$ cat src/shared/fmt_params.svh
// Constants for the ASCII measurement formatter
`ifndef FMT_PARAMS_SVH
`define FMT_PARAMS_SVH
`define ADDR_CTRL 8'h00
`define ADDR_MASK 8'h04
`define ADDR_STAT 8'h08
`define CTRL_RANGE_LO 0
`define CTRL_RANGE_HI 1
`define CTRL_TFIT 2
`define CTRL_HFIT 3
`define STAT_BUSY 0
`define STAT_TXV 1
`define STAT_PART 2
`define STAT_CNT_LO 16
`define STAT_CNT_HI 31
`define RANGE_RST 2'h0
`define FIT_RST 1'b1
`define MASK_RST 17'h00006
`define FIELD_BITS 13'h1DFE
`define MAX_FIELDS 3'h5
`define LAST_POS 3'h4
`define RANGE_1PCT 2'h0
`define RANGE_60PCT 2'h1
`define SCALE_1 17'h00001
`define SCALE_10 17'h0000A
`define SCALE_100 17'h00064
`define TEMP_ABSENT 17'h003E8
`define HUM_ABSENT 17'h00000
`define POW_0 17'h02710
`define POW_1 17'h003E8
`define POW_2 17'h00064
`define POW_3 17'h0000A
`define POW_4 17'h00001
`define TEN 17'h0000A
`define CH_CR 8'h0D
`define CH_LF 8'h0A
`define CH_SPACE 8'h20
`define CH_ZERO 8'h30
`define CH_NINE 8'h39
`define CH_DOT 8'h2E
`define CH_T 8'h54
`define CH_H 8'h48
`define CH_M 8'h4D
`define CH_Q 8'h51
`define CH_FD 8'h64
`define CH_RD 8'h44
`define CH_ZP 8'h68
`define CH_RV 8'h56
`define CH_LEDF 8'h4F
`define CH_LEDR 8'h6F
`define CH_FV 8'h76
`define CH_ZF 8'h5A
`define CH_ZR 8'h7A
`define FB_HUM 12
`define FB_FNORM 11
`define FB_RNORM 10
`define FB_ZPT 8
`define FB_RINV 7
`define FB_TEMP 6
`define FB_FLED 5
`define FB_RLED 4
`define FB_FINV 3
`define FB_ZF 2
`define FB_ZR 1
`endif

$ cat src/shared/fmt_pkg.sv
// Types shared by the ASCII measurement formatter
package fmt_pkg;
	typedef enum logic [2:0] {
		ST_IDLE = 3'b000,
		ST_TAG = 3'b001,
		ST_SPACE = 3'b010,
		ST_DIGIT = 3'b011,
		ST_SEP = 3'b100,
		ST_GAP = 3'b101,
		ST_CR = 3'b110,
		ST_LF = 3'b111
	} fmt_state_t;

	typedef struct packed {
		logic valid;
		logic [7:0] data;
	} byte_t;

	typedef struct packed {
		logic [7:0] addr;
		logic [31:0] wdata;
		logic wr;
		logic rd;
	} bus_req_t;

	typedef struct packed {
		logic [16:0] hum;
		logic [16:0] filt_norm;
		logic [16:0] raw_norm;
		logic [16:0] zero_pt;
		logic [16:0] raw_inv_temp;
		logic [16:0] temp;
		logic [16:0] filt_led;
		logic [16:0] raw_led;
		logic [16:0] filt_inv_temp;
		logic [16:0] co2_filt;
		logic [16:0] co2_raw;
	} meas_t;

	typedef struct packed {
		fmt_state_t st;
		logic [7:0] cmd;
		logic [16:0] arg;
		logic have_cmd;
		logic have_arg;
		logic saw_cr;
		logic [16:0] mask;
		logic [1:0] range;
		logic t_fit;
		logic h_fit;
		logic [31:0] rdata;
		logic [12:0] pend;
		logic [2:0] nfld;
		logic [7:0] tag;
		logic [16:0] val;
		logic [2:0] pos;
		logic [3:0] dig;
		logic tx_v;
		logic [7:0] tx_d;
		logic [15:0] resp_cnt;
	} core_t;
endpackage

$ cat src/core/ascii_formatter.sv
// Command interpreter and ASCII answer formatter for the gas sensor link
// Function
// - Period query CR LF answers period, space, five-digit multiplier, CR LF.
// - Multiplier follows range: 1 for 1%, 10 for 60%, 100 for 100%.
// - Temperature query answers tag, space, five digits; Celsius is (value-1000)/10.
// - Humidity query answers tag, space, five digits; percent is value/10.
// - Absent sensors give fixed 01000 temperature and 00000 humidity.
// - Each field is identifier, one space, five-digit decimal value.
// - Measurement string holds at most five fields chosen by the mask.
// - Weights: humidity 4096, temperature 64, filtered CO2 4, unfiltered CO2 2.
// - Diagnostic weights 2048, 1024, 256, 128, 32, 16 and 8.
// - Mask resets to 6; selector command echoes letter, space, padded mask.
// - Fields go out highest weight first, space separated, ended by CR LF.
`timescale 1ns/1ps
`include "fmt_params.svh"

module ascii_formatter (
	input wire logic i_clk,
	input wire logic i_rst,
	input wire fmt_pkg::byte_t i_rx,
	output logic o_rx_ready,
	output fmt_pkg::byte_t o_tx,
	input wire logic i_tx_ready,
	input wire fmt_pkg::meas_t i_meas,
	input wire fmt_pkg::bus_req_t i_bus,
	output logic [31:0] o_rd_data
);

	////////////////////////////////////////////////////////////////////////////
	// Helpers

	function automatic logic [16:0] pow10(input logic [2:0] pos);
		logic [16:0] p;
		unique case (pos)
			3'h0: p = `POW_0;
			3'h1: p = `POW_1;
			3'h2: p = `POW_2;
			3'h3: p = `POW_3;
			default: p = `POW_4;
		endcase
		return p;
	endfunction

	function automatic logic [16:0] scale(input logic [1:0] range);
		logic [16:0] m;
		if (range == `RANGE_1PCT) begin
			m = `SCALE_1;
		end else if (range == `RANGE_60PCT) begin
			m = `SCALE_10;
		end else begin
			m = `SCALE_100;
		end
		return m;
	endfunction

	function automatic logic [16:0] temp_val(input fmt_pkg::meas_t m, input logic fit);
		return fit ? m.temp : `TEMP_ABSENT;
	endfunction

	function automatic logic [16:0] hum_val(input fmt_pkg::meas_t m, input logic fit);
		return fit ? m.hum : `HUM_ABSENT;
	endfunction

	// Highest pending weight goes first, which fixes the field order
	function automatic logic [3:0] top_field(input logic [12:0] pend);
		logic [3:0] idx;
		idx = 4'h0;
		for (int i = 0; i < 13; i++) begin
			if (pend[i]) begin
				idx = 4'(i);
			end
		end
		return idx;
	endfunction

	function automatic logic [7:0] field_tag(input logic [3:0] idx);
		logic [7:0] t;
		t = `CH_ZR;
		unique case (idx)
			4'(`FB_HUM): t = `CH_H;
			4'(`FB_FNORM): t = `CH_FD;
			4'(`FB_RNORM): t = `CH_RD;
			4'(`FB_ZPT): t = `CH_ZP;
			4'(`FB_RINV): t = `CH_RV;
			4'(`FB_TEMP): t = `CH_T;
			4'(`FB_FLED): t = `CH_LEDF;
			4'(`FB_RLED): t = `CH_LEDR;
			4'(`FB_FINV): t = `CH_FV;
			4'(`FB_ZF): t = `CH_ZF;
			default: t = `CH_ZR;
		endcase
		return t;
	endfunction

	function automatic logic [16:0] field_val(input logic [3:0] idx, input fmt_pkg::meas_t m,
		input logic tfit, input logic hfit);
		logic [16:0] v;
		v = m.co2_raw;
		unique case (idx)
			4'(`FB_HUM): v = hum_val(m, hfit);
			4'(`FB_FNORM): v = m.filt_norm;
			4'(`FB_RNORM): v = m.raw_norm;
			4'(`FB_ZPT): v = m.zero_pt;
			4'(`FB_RINV): v = m.raw_inv_temp;
			4'(`FB_TEMP): v = temp_val(m, tfit);
			4'(`FB_FLED): v = m.filt_led;
			4'(`FB_RLED): v = m.raw_led;
			4'(`FB_FINV): v = m.filt_inv_temp;
			4'(`FB_ZF): v = m.co2_filt;
			default: v = m.co2_raw;
		endcase
		return v;
	endfunction

	////////////////////////////////////////////////////////////////////////////
	// State

	fmt_pkg::core_t s_ff;
	fmt_pkg::core_t nxt_s;
	logic can_send;
	logic [16:0] cur_pow;
	logic [3:0] fidx;
	logic [3:0] rx_digit;
	logic rx_is_digit;

	assign can_send = !s_ff.tx_v || i_tx_ready;
	assign cur_pow = pow10(s_ff.pos);
	assign fidx = top_field(s_ff.pend);
	assign rx_is_digit = (i_rx.data >= `CH_ZERO) && (i_rx.data <= `CH_NINE);
	assign rx_digit = 4'(i_rx.data - `CH_ZERO);

	// Input is held off while an answer is formed; no line buffer is kept
	assign o_rx_ready = (s_ff.st == fmt_pkg::ST_IDLE);
	assign o_tx.valid = s_ff.tx_v;
	assign o_tx.data = s_ff.tx_d;
	assign o_rd_data = s_ff.rdata;

	always_comb begin
		nxt_s = s_ff;
		nxt_s.tx_v = s_ff.tx_v && !i_tx_ready;
		unique case (s_ff.st)
			fmt_pkg::ST_IDLE: begin
				if (i_rx.valid) begin
					if (i_rx.data == `CH_CR) begin
						nxt_s.saw_cr = 1'b1;
					end else if (i_rx.data == `CH_LF && !s_ff.saw_cr) begin
						// A bare LF must not become the command letter
						nxt_s.saw_cr = 1'b0;
					end else if (i_rx.data == `CH_LF) begin
						nxt_s.saw_cr = 1'b0;
						nxt_s.have_cmd = 1'b0;
						nxt_s.have_arg = 1'b0;
						nxt_s.arg = 17'h00000;
						nxt_s.pend = 13'h0000;
						nxt_s.nfld = 3'h0;
						nxt_s.pos = 3'h0;
						nxt_s.dig = 4'h0;
						nxt_s.tag = s_ff.cmd;
						if (s_ff.have_cmd) begin
							unique case (s_ff.cmd)
								`CH_DOT: begin
									nxt_s.val = scale(s_ff.range);
									nxt_s.st = fmt_pkg::ST_TAG;
								end
								`CH_T: begin
									nxt_s.val = temp_val(i_meas, s_ff.t_fit);
									nxt_s.st = fmt_pkg::ST_TAG;
								end
								`CH_H: begin
									nxt_s.val = hum_val(i_meas, s_ff.h_fit);
									nxt_s.st = fmt_pkg::ST_TAG;
								end
								`CH_M: begin
									if (s_ff.have_arg) begin
										nxt_s.mask = s_ff.arg;
									end
									nxt_s.val = s_ff.have_arg ? s_ff.arg : s_ff.mask;
									nxt_s.st = fmt_pkg::ST_TAG;
								end
								`CH_Q: begin
									nxt_s.pend = s_ff.mask[12:0] & `FIELD_BITS;
									nxt_s.st = fmt_pkg::ST_SEP;
								end
								default: begin
									nxt_s.st = fmt_pkg::ST_IDLE;
								end
							endcase
						end
					end else begin
						nxt_s.saw_cr = 1'b0;
						if (!s_ff.have_cmd) begin
							nxt_s.cmd = i_rx.data;
							nxt_s.have_cmd = 1'b1;
						end else if (rx_is_digit) begin
							nxt_s.arg = 17'((s_ff.arg * `TEN) + {13'h0000, rx_digit});
							nxt_s.have_arg = 1'b1;
						end
					end
				end
			end
			fmt_pkg::ST_SEP: begin
				if (s_ff.pend != 13'h0000 && s_ff.nfld < `MAX_FIELDS) begin
					nxt_s.tag = field_tag(fidx);
					nxt_s.val = field_val(fidx, i_meas, s_ff.t_fit, s_ff.h_fit);
					nxt_s.pend[fidx] = 1'b0;
					nxt_s.nfld = s_ff.nfld + 3'h1;
					nxt_s.st = (s_ff.nfld != 3'h0) ? fmt_pkg::ST_GAP : fmt_pkg::ST_TAG;
				end else begin
					nxt_s.st = fmt_pkg::ST_CR;
				end
			end
			fmt_pkg::ST_GAP: begin
				if (can_send) begin
					nxt_s.tx_v = 1'b1;
					nxt_s.tx_d = `CH_SPACE;
					nxt_s.st = fmt_pkg::ST_TAG;
				end
			end
			fmt_pkg::ST_TAG: begin
				if (can_send) begin
					nxt_s.tx_v = 1'b1;
					nxt_s.tx_d = s_ff.tag;
					nxt_s.st = fmt_pkg::ST_SPACE;
				end
			end
			fmt_pkg::ST_SPACE: begin
				if (can_send) begin
					nxt_s.tx_v = 1'b1;
					nxt_s.tx_d = `CH_SPACE;
					nxt_s.st = fmt_pkg::ST_DIGIT;
				end
			end
			fmt_pkg::ST_DIGIT: begin
				// One subtraction a cycle keeps the divider out of the path
				if (s_ff.val >= cur_pow) begin
					nxt_s.val = s_ff.val - cur_pow;
					nxt_s.dig = s_ff.dig + 4'h1;
				end else if (can_send) begin
					nxt_s.tx_v = 1'b1;
					nxt_s.tx_d = `CH_ZERO + {4'h0, s_ff.dig};
					nxt_s.dig = 4'h0;
					if (s_ff.pos == `LAST_POS) begin
						nxt_s.pos = 3'h0;
						nxt_s.st = fmt_pkg::ST_SEP;
					end else begin
						nxt_s.pos = s_ff.pos + 3'h1;
					end
				end
			end
			fmt_pkg::ST_CR: begin
				if (can_send) begin
					nxt_s.tx_v = 1'b1;
					nxt_s.tx_d = `CH_CR;
					nxt_s.st = fmt_pkg::ST_LF;
				end
			end
			fmt_pkg::ST_LF: begin
				if (can_send) begin
					nxt_s.tx_v = 1'b1;
					nxt_s.tx_d = `CH_LF;
					nxt_s.resp_cnt = s_ff.resp_cnt + 16'h0001;
					nxt_s.st = fmt_pkg::ST_IDLE;
				end
			end
		endcase

		// Register port; a bus write beats a selector command in the same cycle
		nxt_s.rdata = 32'h00000000;
		if (i_bus.wr) begin
			if (i_bus.addr == `ADDR_CTRL) begin
				nxt_s.range = i_bus.wdata[`CTRL_RANGE_HI:`CTRL_RANGE_LO];
				nxt_s.t_fit = i_bus.wdata[`CTRL_TFIT];
				nxt_s.h_fit = i_bus.wdata[`CTRL_HFIT];
			end else if (i_bus.addr == `ADDR_MASK) begin
				nxt_s.mask = i_bus.wdata[16:0];
			end
		end
		if (i_bus.rd) begin
			if (i_bus.addr == `ADDR_CTRL) begin
				nxt_s.rdata[`CTRL_RANGE_HI:`CTRL_RANGE_LO] = s_ff.range;
				nxt_s.rdata[`CTRL_TFIT] = s_ff.t_fit;
				nxt_s.rdata[`CTRL_HFIT] = s_ff.h_fit;
			end else if (i_bus.addr == `ADDR_MASK) begin
				nxt_s.rdata[16:0] = s_ff.mask;
			end else if (i_bus.addr == `ADDR_STAT) begin
				nxt_s.rdata[`STAT_BUSY] = (s_ff.st != fmt_pkg::ST_IDLE);
				nxt_s.rdata[`STAT_TXV] = s_ff.tx_v;
				nxt_s.rdata[`STAT_PART] = s_ff.have_cmd;
				nxt_s.rdata[`STAT_CNT_HI:`STAT_CNT_LO] = s_ff.resp_cnt;
			end
		end
	end

	always_ff @(posedge i_clk or posedge i_rst) begin
		if (i_rst) begin
			s_ff <= '0;
			s_ff.st <= fmt_pkg::ST_IDLE;
			s_ff.mask <= `MASK_RST;
			s_ff.range <= `RANGE_RST;
			s_ff.t_fit <= `FIT_RST;
			s_ff.h_fit <= `FIT_RST;
		end else begin
			s_ff <= nxt_s;
		end
	end

endmodule // ascii_formatter

$ cat config.mk
export PLATFORM = sky130hd
export DESIGN_NAME = ascii_formatter
export DESIGN_NICKNAME = d
export VERILOG_FILES = /design/src/shared/fmt_pkg.sv /design/src/core/ascii_formatter.sv
export VERILOG_INCLUDE_DIRS = /design/src /design/src/shared
export SDC_FILE = /design/constraint.sdc
export NUM_CORES = 1
export LEC_CHECK = 0
export BUFFER_PORTS_ARGS = -buffer_cell sky130_fd_sc_hd__buf_2
export CELL_PAD_IN_SITES_DETAIL_PLACEMENT = 2
export CELL_PAD_IN_SITES_GLOBAL_PLACEMENT = 2
export CORE_MARGIN = 5
export CORE_UTILIZATION = 32
export CTS_BUF_LIST = sky130_fd_sc_hd__clkbuf_16
export DETAILED_ROUTE_END_ITERATION = 6
export MAX_ROUTING_LAYER = met4
export PLACE_DENSITY_LB_ADDON = 0.05
export SETUP_SLACK_MARGIN = 0.15
export SLEW_MARGIN = 5
export SYNTH_ARGS = -nofsm -noshare
export SYNTH_HDL_FRONTEND = slang
export SYNTH_SLANG_ARGS = --single-unit
$ cat constraint.sdc
create_clock -name i_clk -period 5.6 [get_ports i_clk]
set_clock_uncertainty 0.15 [all_clocks]
set_input_delay 0.84 -clock i_clk [delete_from_list [all_inputs] [get_ports i_clk]]
set_output_delay 0.84 -clock i_clk [all_outputs]
set_load 0.05 [all_outputs]
==> impl_metrics.ini, run 1 <==
[run_status]
outcome = complete, no violations

[finish]
design_area_um2 = 13200
layout.nets = 1767
area_delta_synth_final_pct = 18.8
fillers = 3968
drive_gt1_frac = 0.246
fin_cells = 1945

[clock_network]
root_buffer = clkbuf_16
cts_hold_buf = 0
ctsResizeCount = 0
cts_tree = done
cts.reportedPaths.clkPinSlew_ns = 0.08
cts_setup_buffers = 0
clockBufferDepth = 2
ctsHtreeMaxLevel = 4
cts_made_buffers = 17
clk_latency_ns = 0.45
cts_sinks = 157

[sta]
drv_slew = 0
finalCritPeriodShare = 0.720
rsz0062_at_grt = false
fin_tns_setup_ns = 0
period_needed_ns = 4.03
worst_slack_ns = 1.57
slew_headroom = 0.108
setup_viol = 0
finalHoldViolations = 0
tightest_slew_ns = 1.30
clock.fmax_mhz = 248

[pwr]
p_seq_frac = 0.328
ir_worst_vdd_mv = 0.276
power.density_nw_per_um2 = 360
p_clk_frac = 0.257
p_leak_uw = 0.00612
p_int_uw = 2680
total_power_uw = 4740
p_sw_uw = 2060
swShare = 0.435
comb_power_share = 0.416

[drt]
vias_per_cell = 5.63
dr.pass1.iters = 5
wl_per_cell_um = 25.9
routed_wl_um = 50400
via_count = 11000
drt-initial-drc-count = 721
postRouteAntennaNets = 0
route.detailed.drc = 0

[grt]
antenna_found_initial = 3
grt_max_degree = 87
grt_pass1_wl_um = 74500
gr-usage-all-layers = 0.262
grt_pass1_vias = 11700
overflow = 0

[worst_setup_path]
crit_slowest_cell = dfrtp_1
required_ns = 5.77
cp_cell_sequence = clkinv_1, ha_1, o21ai_0, ha_1, o21ai_0, a21oi_1, o41ai_2, buf_4, a211o_1, nand2_1, a311o_1, buf_4, o21ai_0, a221o_1
path_class = reg2reg
arrival_ns = 4.20
crit_path_start_kind = flip-flop
critPathMaxFanout = 26
crit_buf_inv = 3
slowest_delay_ns = 0.43
cp-end-kind = flip-flop
cp_common_cell = o21ai_0
cp_top_family = compound AO/OA/AOI/OAI gates

[die]
dieWidth_um = 196
start_util = 0.323
die_area_um2 = 38500
ioPinCount = 283
die_y_um = 196
row_count = 68
core-area_um2 = 34400

[yosys]
async_flop_share = 1.00
netlist_top_cells_area = dfrtp_1, nand2_1, ha_1
yosysTopAreaCellShare = 0.345
yosysWarnings = 0
synth_cell_type_count = 84
syn_avg_cell_area_um2 = 8.69
ys_seq_area_frac = 0.354
syn_nets = 1570
syn_inst = 1277
ys_ff_latch = 157
synth_edf_count = 0
synth_area_leader_cell = dfrtp_1
ys.flop_type = dfrtp_1
synth_area_um2 = 11100

[placement]
placed_cell_area_um2 = 12600
io_buffers = 267
post-place-ws_ns = 1.58
placed_cells_incl_taps = 1910
gp_congestion = 0.894
hpwl_um = 40300

[job]
maxCapViolCount = 0

[worst_hold_path]
hold_class = reg2reg
## area by class of cell
| type | count | area [um2] | share of cell area |
|---|---|---|---|
| Sequential cell | 157 | 3930 | 0.298 |
| Multi-Input combinational cell | 976 | 6450 | 0.489 |
| Clock buffer | 17 | 425 | 0.0323 |
| Antenna cell | 3 | 7.51 | 0.000569 |
| Clock inverter | 15 | 181 | 0.0138 |
| Inverter | 37 | 144 | 0.0109 |
| Timing Repair Buffer | 285 | 1470 | 0.112 |
| Tap cell | 455 | 569 | 0.0432 |
## routing by layer
layer  wire, um  vias to the layer above  part of all wire  global-route usage
met5          0                        -                 0                   -
met4       1560                        0             0.031              0.0812
met3       3040                       63             0.060              0.0563
met2      23600                      330              0.47               0.420
met1      22200                     5512              0.44               0.332
li1           -                     5046                 -                   -
## worst paths after layout
kind / startpoint / endpoint / slack [ns] / cells past startpoint
max: s_ff[31] / s_ff[48] / 1.57 / 14
min: s_ff[15] / s_ff[15] / 0.32 / 1
max reg2reg: s_ff[31] / s_ff[48] / 1.57 / 14
min reg2reg: s_ff[15] / s_ff[15] / 0.32 / 1
max in group asynchronous: i_rst / s_ff[110] / 3.76 / 3
min in group asynchronous: i_rst / o_rd_data[13] / 0.39 / 2
## cell usage after synthesis, drive strengths merged (6+ instances only)
| master | n |
|---|---|
| and2 | 36 |
| mux2 | 15 |
| o22ai | 28 |
| dfrtp | 153 |
| mux2i | 58 |
| nor2 | 83 |
| nand2 | 169 |
| buf | 58 |
| o221ai | 10 |
| xnor2 | 30 |
| nor4 | 10 |
| nor2b | 17 |
| o211ai | 15 |
| o21ai | 78 |
| or3 | 6 |
| nor3 | 23 |
| a31oi | 9 |
| a21o | 7 |
| inv | 36 |
| a221o | 7 |
| a22oi | 9 |
| a22o | 10 |
| a21oi | 97 |
| nor3b | 6 |
| xor2 | 19 |
| or2 | 12 |
| ha | 49 |
| clkbuf | 49 |
| a2111oi | 11 |
| and3 | 7 |
| nand3 | 27 |
| a222oi | 13 |
| a221oi | 7 |
| nand4 | 8 |
| o21a | 7 |
| nand2b | 11 |
| a211oi | 12 |
## power by group through the flow
stage	logic [uW]	registers (uW)	clock network [uW]
6_report	1970	1550	1220
5_1_grt	2160	1570	1290
4_1_cts	1970	1550	1240
3_5_place_dp	1960	1570	0
3_3_place_gp	1900	1560	0
2_1_floorplan	1470	1440	0
## cells in the final DEF (no fill, tap or decap), types with 7 or more instances in the layout
cell type | netlist | layout
a31oi_1 | 9 | 9
o21ai_0 | 73 | 72
nor3_1 | 22 | 22
nand3_1 | 27 | 27
a211oi_1 | 12 | 12
a21o_1 | 7 | 7
a22o_1 | 10 | 10
mux2i_1 | 58 | 58
o211ai_1 | 15 | 15
a21oi_1 | 96 | 96
nor4_1 | 10 | 9
a2111oi_0 | 10 | 10
o221ai_1 | 10 | 10
nor2_1 | 81 | 81
nand2_1 | 167 | 167
o22ai_1 | 28 | 28
inv_1 | 36 | 35
nand2b_1 | 11 | 11
or2_2 | 9 | 9
clkbuf_16 | 0 | 17
xnor2_1 | 30 | 30
and2_1 | 36 | 36
a22oi_1 | 9 | 9
a221o_1 | 7 | 7
nor2b_1 | 17 | 17
ha_1 | 49 | 49
and3_1 | 7 | 7
buf_4 | 41 | 18
a222oi_1 | 13 | 13
a221oi_1 | 7 | 7
mux2_2 | 15 | 15
xor2_1 | 19 | 19
dfrtp_1 | 153 | 153
nand4_1 | 8 | 8
buf_2 | 11 | 267
## flip-flops by register name (all words and copies together) (netlist names)
register / cells
s_ff: 116
o_tx: 9
o_rd_data: 32
## logic make-up (layout without fill, tap and decap cells)
kind of cell / Yosys count / count (layout) / share of synthesized area
AOI/OAI and AO/OA: 369 / 369 / 0.222
adders and majority gates: 52 / 52 / 0.0607
other: 0 / 3 / 0
xor gates and xnor gates: 49 / 49 / 0.0387
DFF: 157 / 157 / 0.354
muxes: 73 / 73 / 0.0675
buffers and inverters: 144 / 354 / 0.0662
and+or+nand+nor: 433 / 433 / 0.190
## through the flow
step | hold WS [ns] | util
finish | 0.316 | 0.384
global route | 0.345 | 0.384
CTS | 0.320 | 0.383
detailed placement | 0.309 | 0.366
global placement | 0.304 | 0.366
floorplan | 0.288 | -
Power figures use the tool's default switching activity.
==> run 2, diff against run 1 <==
- clock period: 5.6 -> 3.8 ns (I/O delays scaled with it)
==> impl_metrics.ini, run 2 (synthesis results as in run 1) <==
[run_status]
outcome = complete, no violations

[worst_setup_path]
crit_slowest_cell = ha_1
path_class = reg2reg
crit_path_start_kind = flip-flop
cp-end-kind = flip-flop
arrival_ns = 3.69
slowest_delay_ns = 0.43
required_ns = 3.97
critPathMaxFanout = 26
cp_cell_sequence = inv_1, ha_1, nand2_1, ha_1, o21ai_0, a21oi_1, o41ai_2, a211o_1, nand2_1, a311o_1, buf_12, o21ai_0, a221o_1

[drt]
via_count = 11100
dr.pass1.iters = 5
postRouteAntennaNets = 0
wl_per_cell_um = 26.1
route.detailed.drc = 0
routed_wl_um = 51900
vias_per_cell = 5.59
drt-initial-drc-count = 695

[finish]
largest_register = s_ff
largest_reg_flops = 116
final_cell_mix = buf_2, nand2_1, dfrtp_1
area_delta_synth_final_pct = 22.3
fin_cells = 1989
fin_util = 0.395
drive_gt1_frac = 0.267
mostFrequentLayoutCell = buf_2
layout.nets = 1810

[sta]
setup_viol = 0
finalCritPeriodShare = 0.924
fin_tns_setup_ns = 0
hold_slack_ns = 0.146
tightest_slew_ns = 1.06
finalHoldViolations = 0
slew_headroom = 0.297
drv_slew = 0
period_needed_ns = 3.51
clock.fmax_mhz = 285
worst_slack_ns = 0.289
rsz0062_at_grt = false

[clock_network]
clockBufferDepth = 2
cts_sinks = 157
clk_latency_ns = 0.44
cts_hold_buf = 0
cts_tree = done
cts_made_buffers = 17
ctsHtreeMaxLevel = 4
cts.reportedPaths.clkPinSlew_ns = 0.07
root_buffer = clkbuf_16

[grt]
overflow = 0
grt_max_degree = 69
grt_pass1_wl_um = 77700
gr-usage-all-layers = 0.273
antenna_found_initial = 2
grt_pass1_vias = 12200

[die]
start_util = 0.323
die_y_um = 196
ioPinCount = 283
dieWidth_um = 196
die_area_um2 = 38500
row_count = 68
core-area_um2 = 34400

[pwr]
p_leak_uw = 0.00635
ir_worst_vdd_mv = 0.418
power.density_nw_per_um2 = 530

[placement]
post-place-ws_ns = 0.200
io_buffers = 267
placed_cells_incl_taps = 1953
hpwl_um = 41800
gp_congestion = 0.927

[worst_hold_path]
hold_class = in2async

[job]
maxCapViolCount = 0
run 2: cell type report:
class	count	area, um2
Fill cell	3969	20800
Multi-Input combinational cell	976	6470
Sequential cell	157	3930
Timing Repair Buffer	328	1840
Tap cell	455	569
Clock buffer	17	425
Clock inverter	15	174
Inverter	37	143
Antenna cell	4	10.0
run 2: per-layer routing:
layer,vias to the layer above,wire (um),global-route usage,share of wire
met5,-,0,-,0
met4,0,930,0.0572,0.018
met3,50,2670,0.0407,0.051
met2,324,25100,0.454,0.48
met1,5638,23200,0.357,0.45
li1,5106,-,-,-
run 2: what timing repair did:
action                     CTS  global route
setup endpoints to repair    0             5
resized for setup            0             4
buffers inserted             0             0
run 2: path summary, 6_finish.rpt:
check                       endpoint  depth (start not counted)      start  slack (ns)
min reg2reg                 s_ff[56]                          2   s_ff[56]        0.32
max in group asynchronous   s_ff[56]                          3      i_rst        2.47
min in group i_clk         s_ff[121]                          3  i_bus[14]        0.22
max                         s_ff[48]                         13   s_ff[29]        0.29
max reg2reg                 s_ff[48]                         13   s_ff[29]        0.29
min                        s_ff[108]                          2      i_rst        0.15
run 2: power breakdown:
group | total, uW | switching, uW | internal, uW
clock | 1810 | 779 | 1040
combinational | 3100 | 1880 | 1230
sequential | 2280 | 350 | 1930
total | 7200 | 3000 | 4190
run 2: metrics by stage:
step	total power (uW)	instance area [um2]
global placement	5220	12900
global route	7630	13600
floorplan	4290	11100
CTS	7190	13500
finish	7200	13600
detailed placement	5340	12900
run 2: critical path, delay by kind of cell (launching register included):
family / cells / cell delay, ns
compound gates: 7 / 1.62
fa+ha+maj: 2 / 0.65
flops: 1 / 0.40
buf+inv: 2 / 0.35
simple gates: 2 / 0.20
==> run 3, diff against run 2 <==
- PLACE_DENSITY: not set -> 0.86
- PLACE_DENSITY_LB_ADDON: 0.05 -> not set
==> impl_metrics.ini, run 3 (synthesis results as in run 1) <==
[run_status]
outcome = complete, no violations

[worst_setup_path]
critPathMaxFanout = 5
r2r_cells = 13
rr_startpoint = s_ff[29]
cp-end-kind = flip-flop
r2r-end = s_ff[43]
crit_path_start_kind = flip-flop
path_class = reg2reg
arrival_ns = 3.81
required_ns = 4.04
r2r_slack_ns = 0.23

[pwr]
p_leak_uw = 0.00623
ir_worst_vdd_mv = 0.284
power.density_nw_per_um2 = 549

[die]
die_y_um = 196
dieWidth_um = 196
ioPinCount = 283
start_util = 0.323
row_count = 68
core-area_um2 = 34400
die_area_um2 = 38500

[drt]
route.detailed.drc = 0
routed_wl_um = 56200
vias_per_cell = 5.91
wl_per_cell_um = 28.5
drt-initial-drc-count = 890
dr.pass1.iters = 7
postRouteAntennaNets = 0
via_count = 11600

[clock_network]
ctsHtreeMaxLevel = 4
cts_made_buffers = 17
cts_sinks = 157
clockBufferDepth = 2
cts_tree = done
cts.reportedPaths.clkPinSlew_ns = 0.07
root_buffer = clkbuf_16
clk_latency_ns = 0.46

[sta]
clock.fmax_mhz = 280
slew_headroom = 0.234
setup_viol = 0
period_needed_ns = 3.57
rsz0062_at_grt = true
tightest_slew_ns = 1.15
drv_slew = 0
finalCritPeriodShare = 0.939
finalHoldViolations = 0
fin_tns_setup_ns = 0
worst_slack_ns = 0.233

[finish]
fin_util = 0.391
mostFrequentLayoutCell = buf_2
largest_register = s_ff
fin_cells = 1970
final_cell_mix = buf_2, nand2_1, dfrtp_1
largest_reg_flops = 116
drive_gt1_frac = 0.263
fillers = 3879
layout.nets = 1792
area_delta_synth_final_pct = 21.0

[worst_hold_path]
hold_class = in2async

[job]
maxCapViolCount = 0

[placement]
post-place-ws_ns = 0.176
io_buffers = 267
hpwl_um = 42500
placed_cells_incl_taps = 1931
gp_congestion = 0.974

[grt]
grt_max_degree = 158
gr-usage-all-layers = 0.292
antenna_found_initial = 1
grt_pass1_vias = 13000
grt_pass1_wl_um = 83500
overflow = 0
==> run 3: changes by cell type in the layout (fill, tap and decap cells not counted), moves of 2 or more <==
cell / change
clkinvlp_4: +2
clkinv_8: +2
buf_12: -2
bufinv_16: -2
inv_8: +4
buf_4: -16
inv_6: +2
clkinv_2: -2
inv_1: -3
clkinv_4: -3
==> run 3: where the power goes <==
group          switching [uW]  leakage [uW]  internal [uW]
sequential                375       0.00205           1930
combinational            2000       0.00389           1260
clock                     870      0.000288            941
total                    3250       0.00623           4130
==> run 3: layout make-up <==
type                    instances  area [um2]  area share
clock inverters                15         173      0.0129
diodes                          3        7.51    0.000559
multi-input cells             976        6490       0.483
clock buffers                  17         425      0.0317
inverters                      37         146      0.0109
flip-flops and latches        157        3940       0.293
well taps                     455         569      0.0424
repair buffers                310        1680       0.125
==> run 3: timing repair <==
action | in CTS | in global routing
gates resized for setup | 4 | 7
pin swaps | 0 | 1
setup buffers | 0 | 4
hold buffers | 0 | 0
setup endpoints to repair | 3 | 29
==> run 3: how the worst max path moves through the flow <==
stage | startpoint | end | slack (ns) | cells after the start
global route | s_ff[31] | s_ff[48] | 0.13 | 12
detailed placement | s_ff[132] | s_ff[144] | 0.18 | 12
finish | s_ff[29] | s_ff[43] | 0.23 | 13
floorplan | s_ff[29] | s_ff[35] | 0.76 | 14
CTS | s_ff[132] | s_ff[142] | 0.23 | 12
global placement | s_ff[31] | s_ff[48] | 0.32 | 12
==> run 3: through the flow <==
step / hold WS (ns) / area (um2) / total power (uW)
global placement: 0.304 / 12700 / 5120
global route: 0.217 / 13400 / 7710
detailed placement: 0.305 / 12700 / 5320
CTS: 0.201 / 13400 / 7240
floorplan: 0.288 / 11100 / 4290
finish: 0.204 / 13400 / 7380
==> run 3: critical path, cell delays in order, from the launching register on <==
cell and delay (ns):
dfrtp_1 0.41, ha_1 0.22, ha_1 0.22, o21ai_0 0.22
ha_1 0.33, o21ai_1 0.13, a21oi_1 0.10, o41ai_2 0.32
buf_4 0.19, buf_4 0.14, o21ai_0 0.18, a221o_1 0.41
o311ai_0 0.30, a22o_1 0.19
==> run 3: layer usage <==
metal,global-route usage,part of all wire,vias to the layer above
met1,0.326,0.38,5963
met5,-,0,-
li1,-,-,5075
met3,0.0488,0.062,129
met4,0.142,0.054,0
met2,0.508,0.50,482
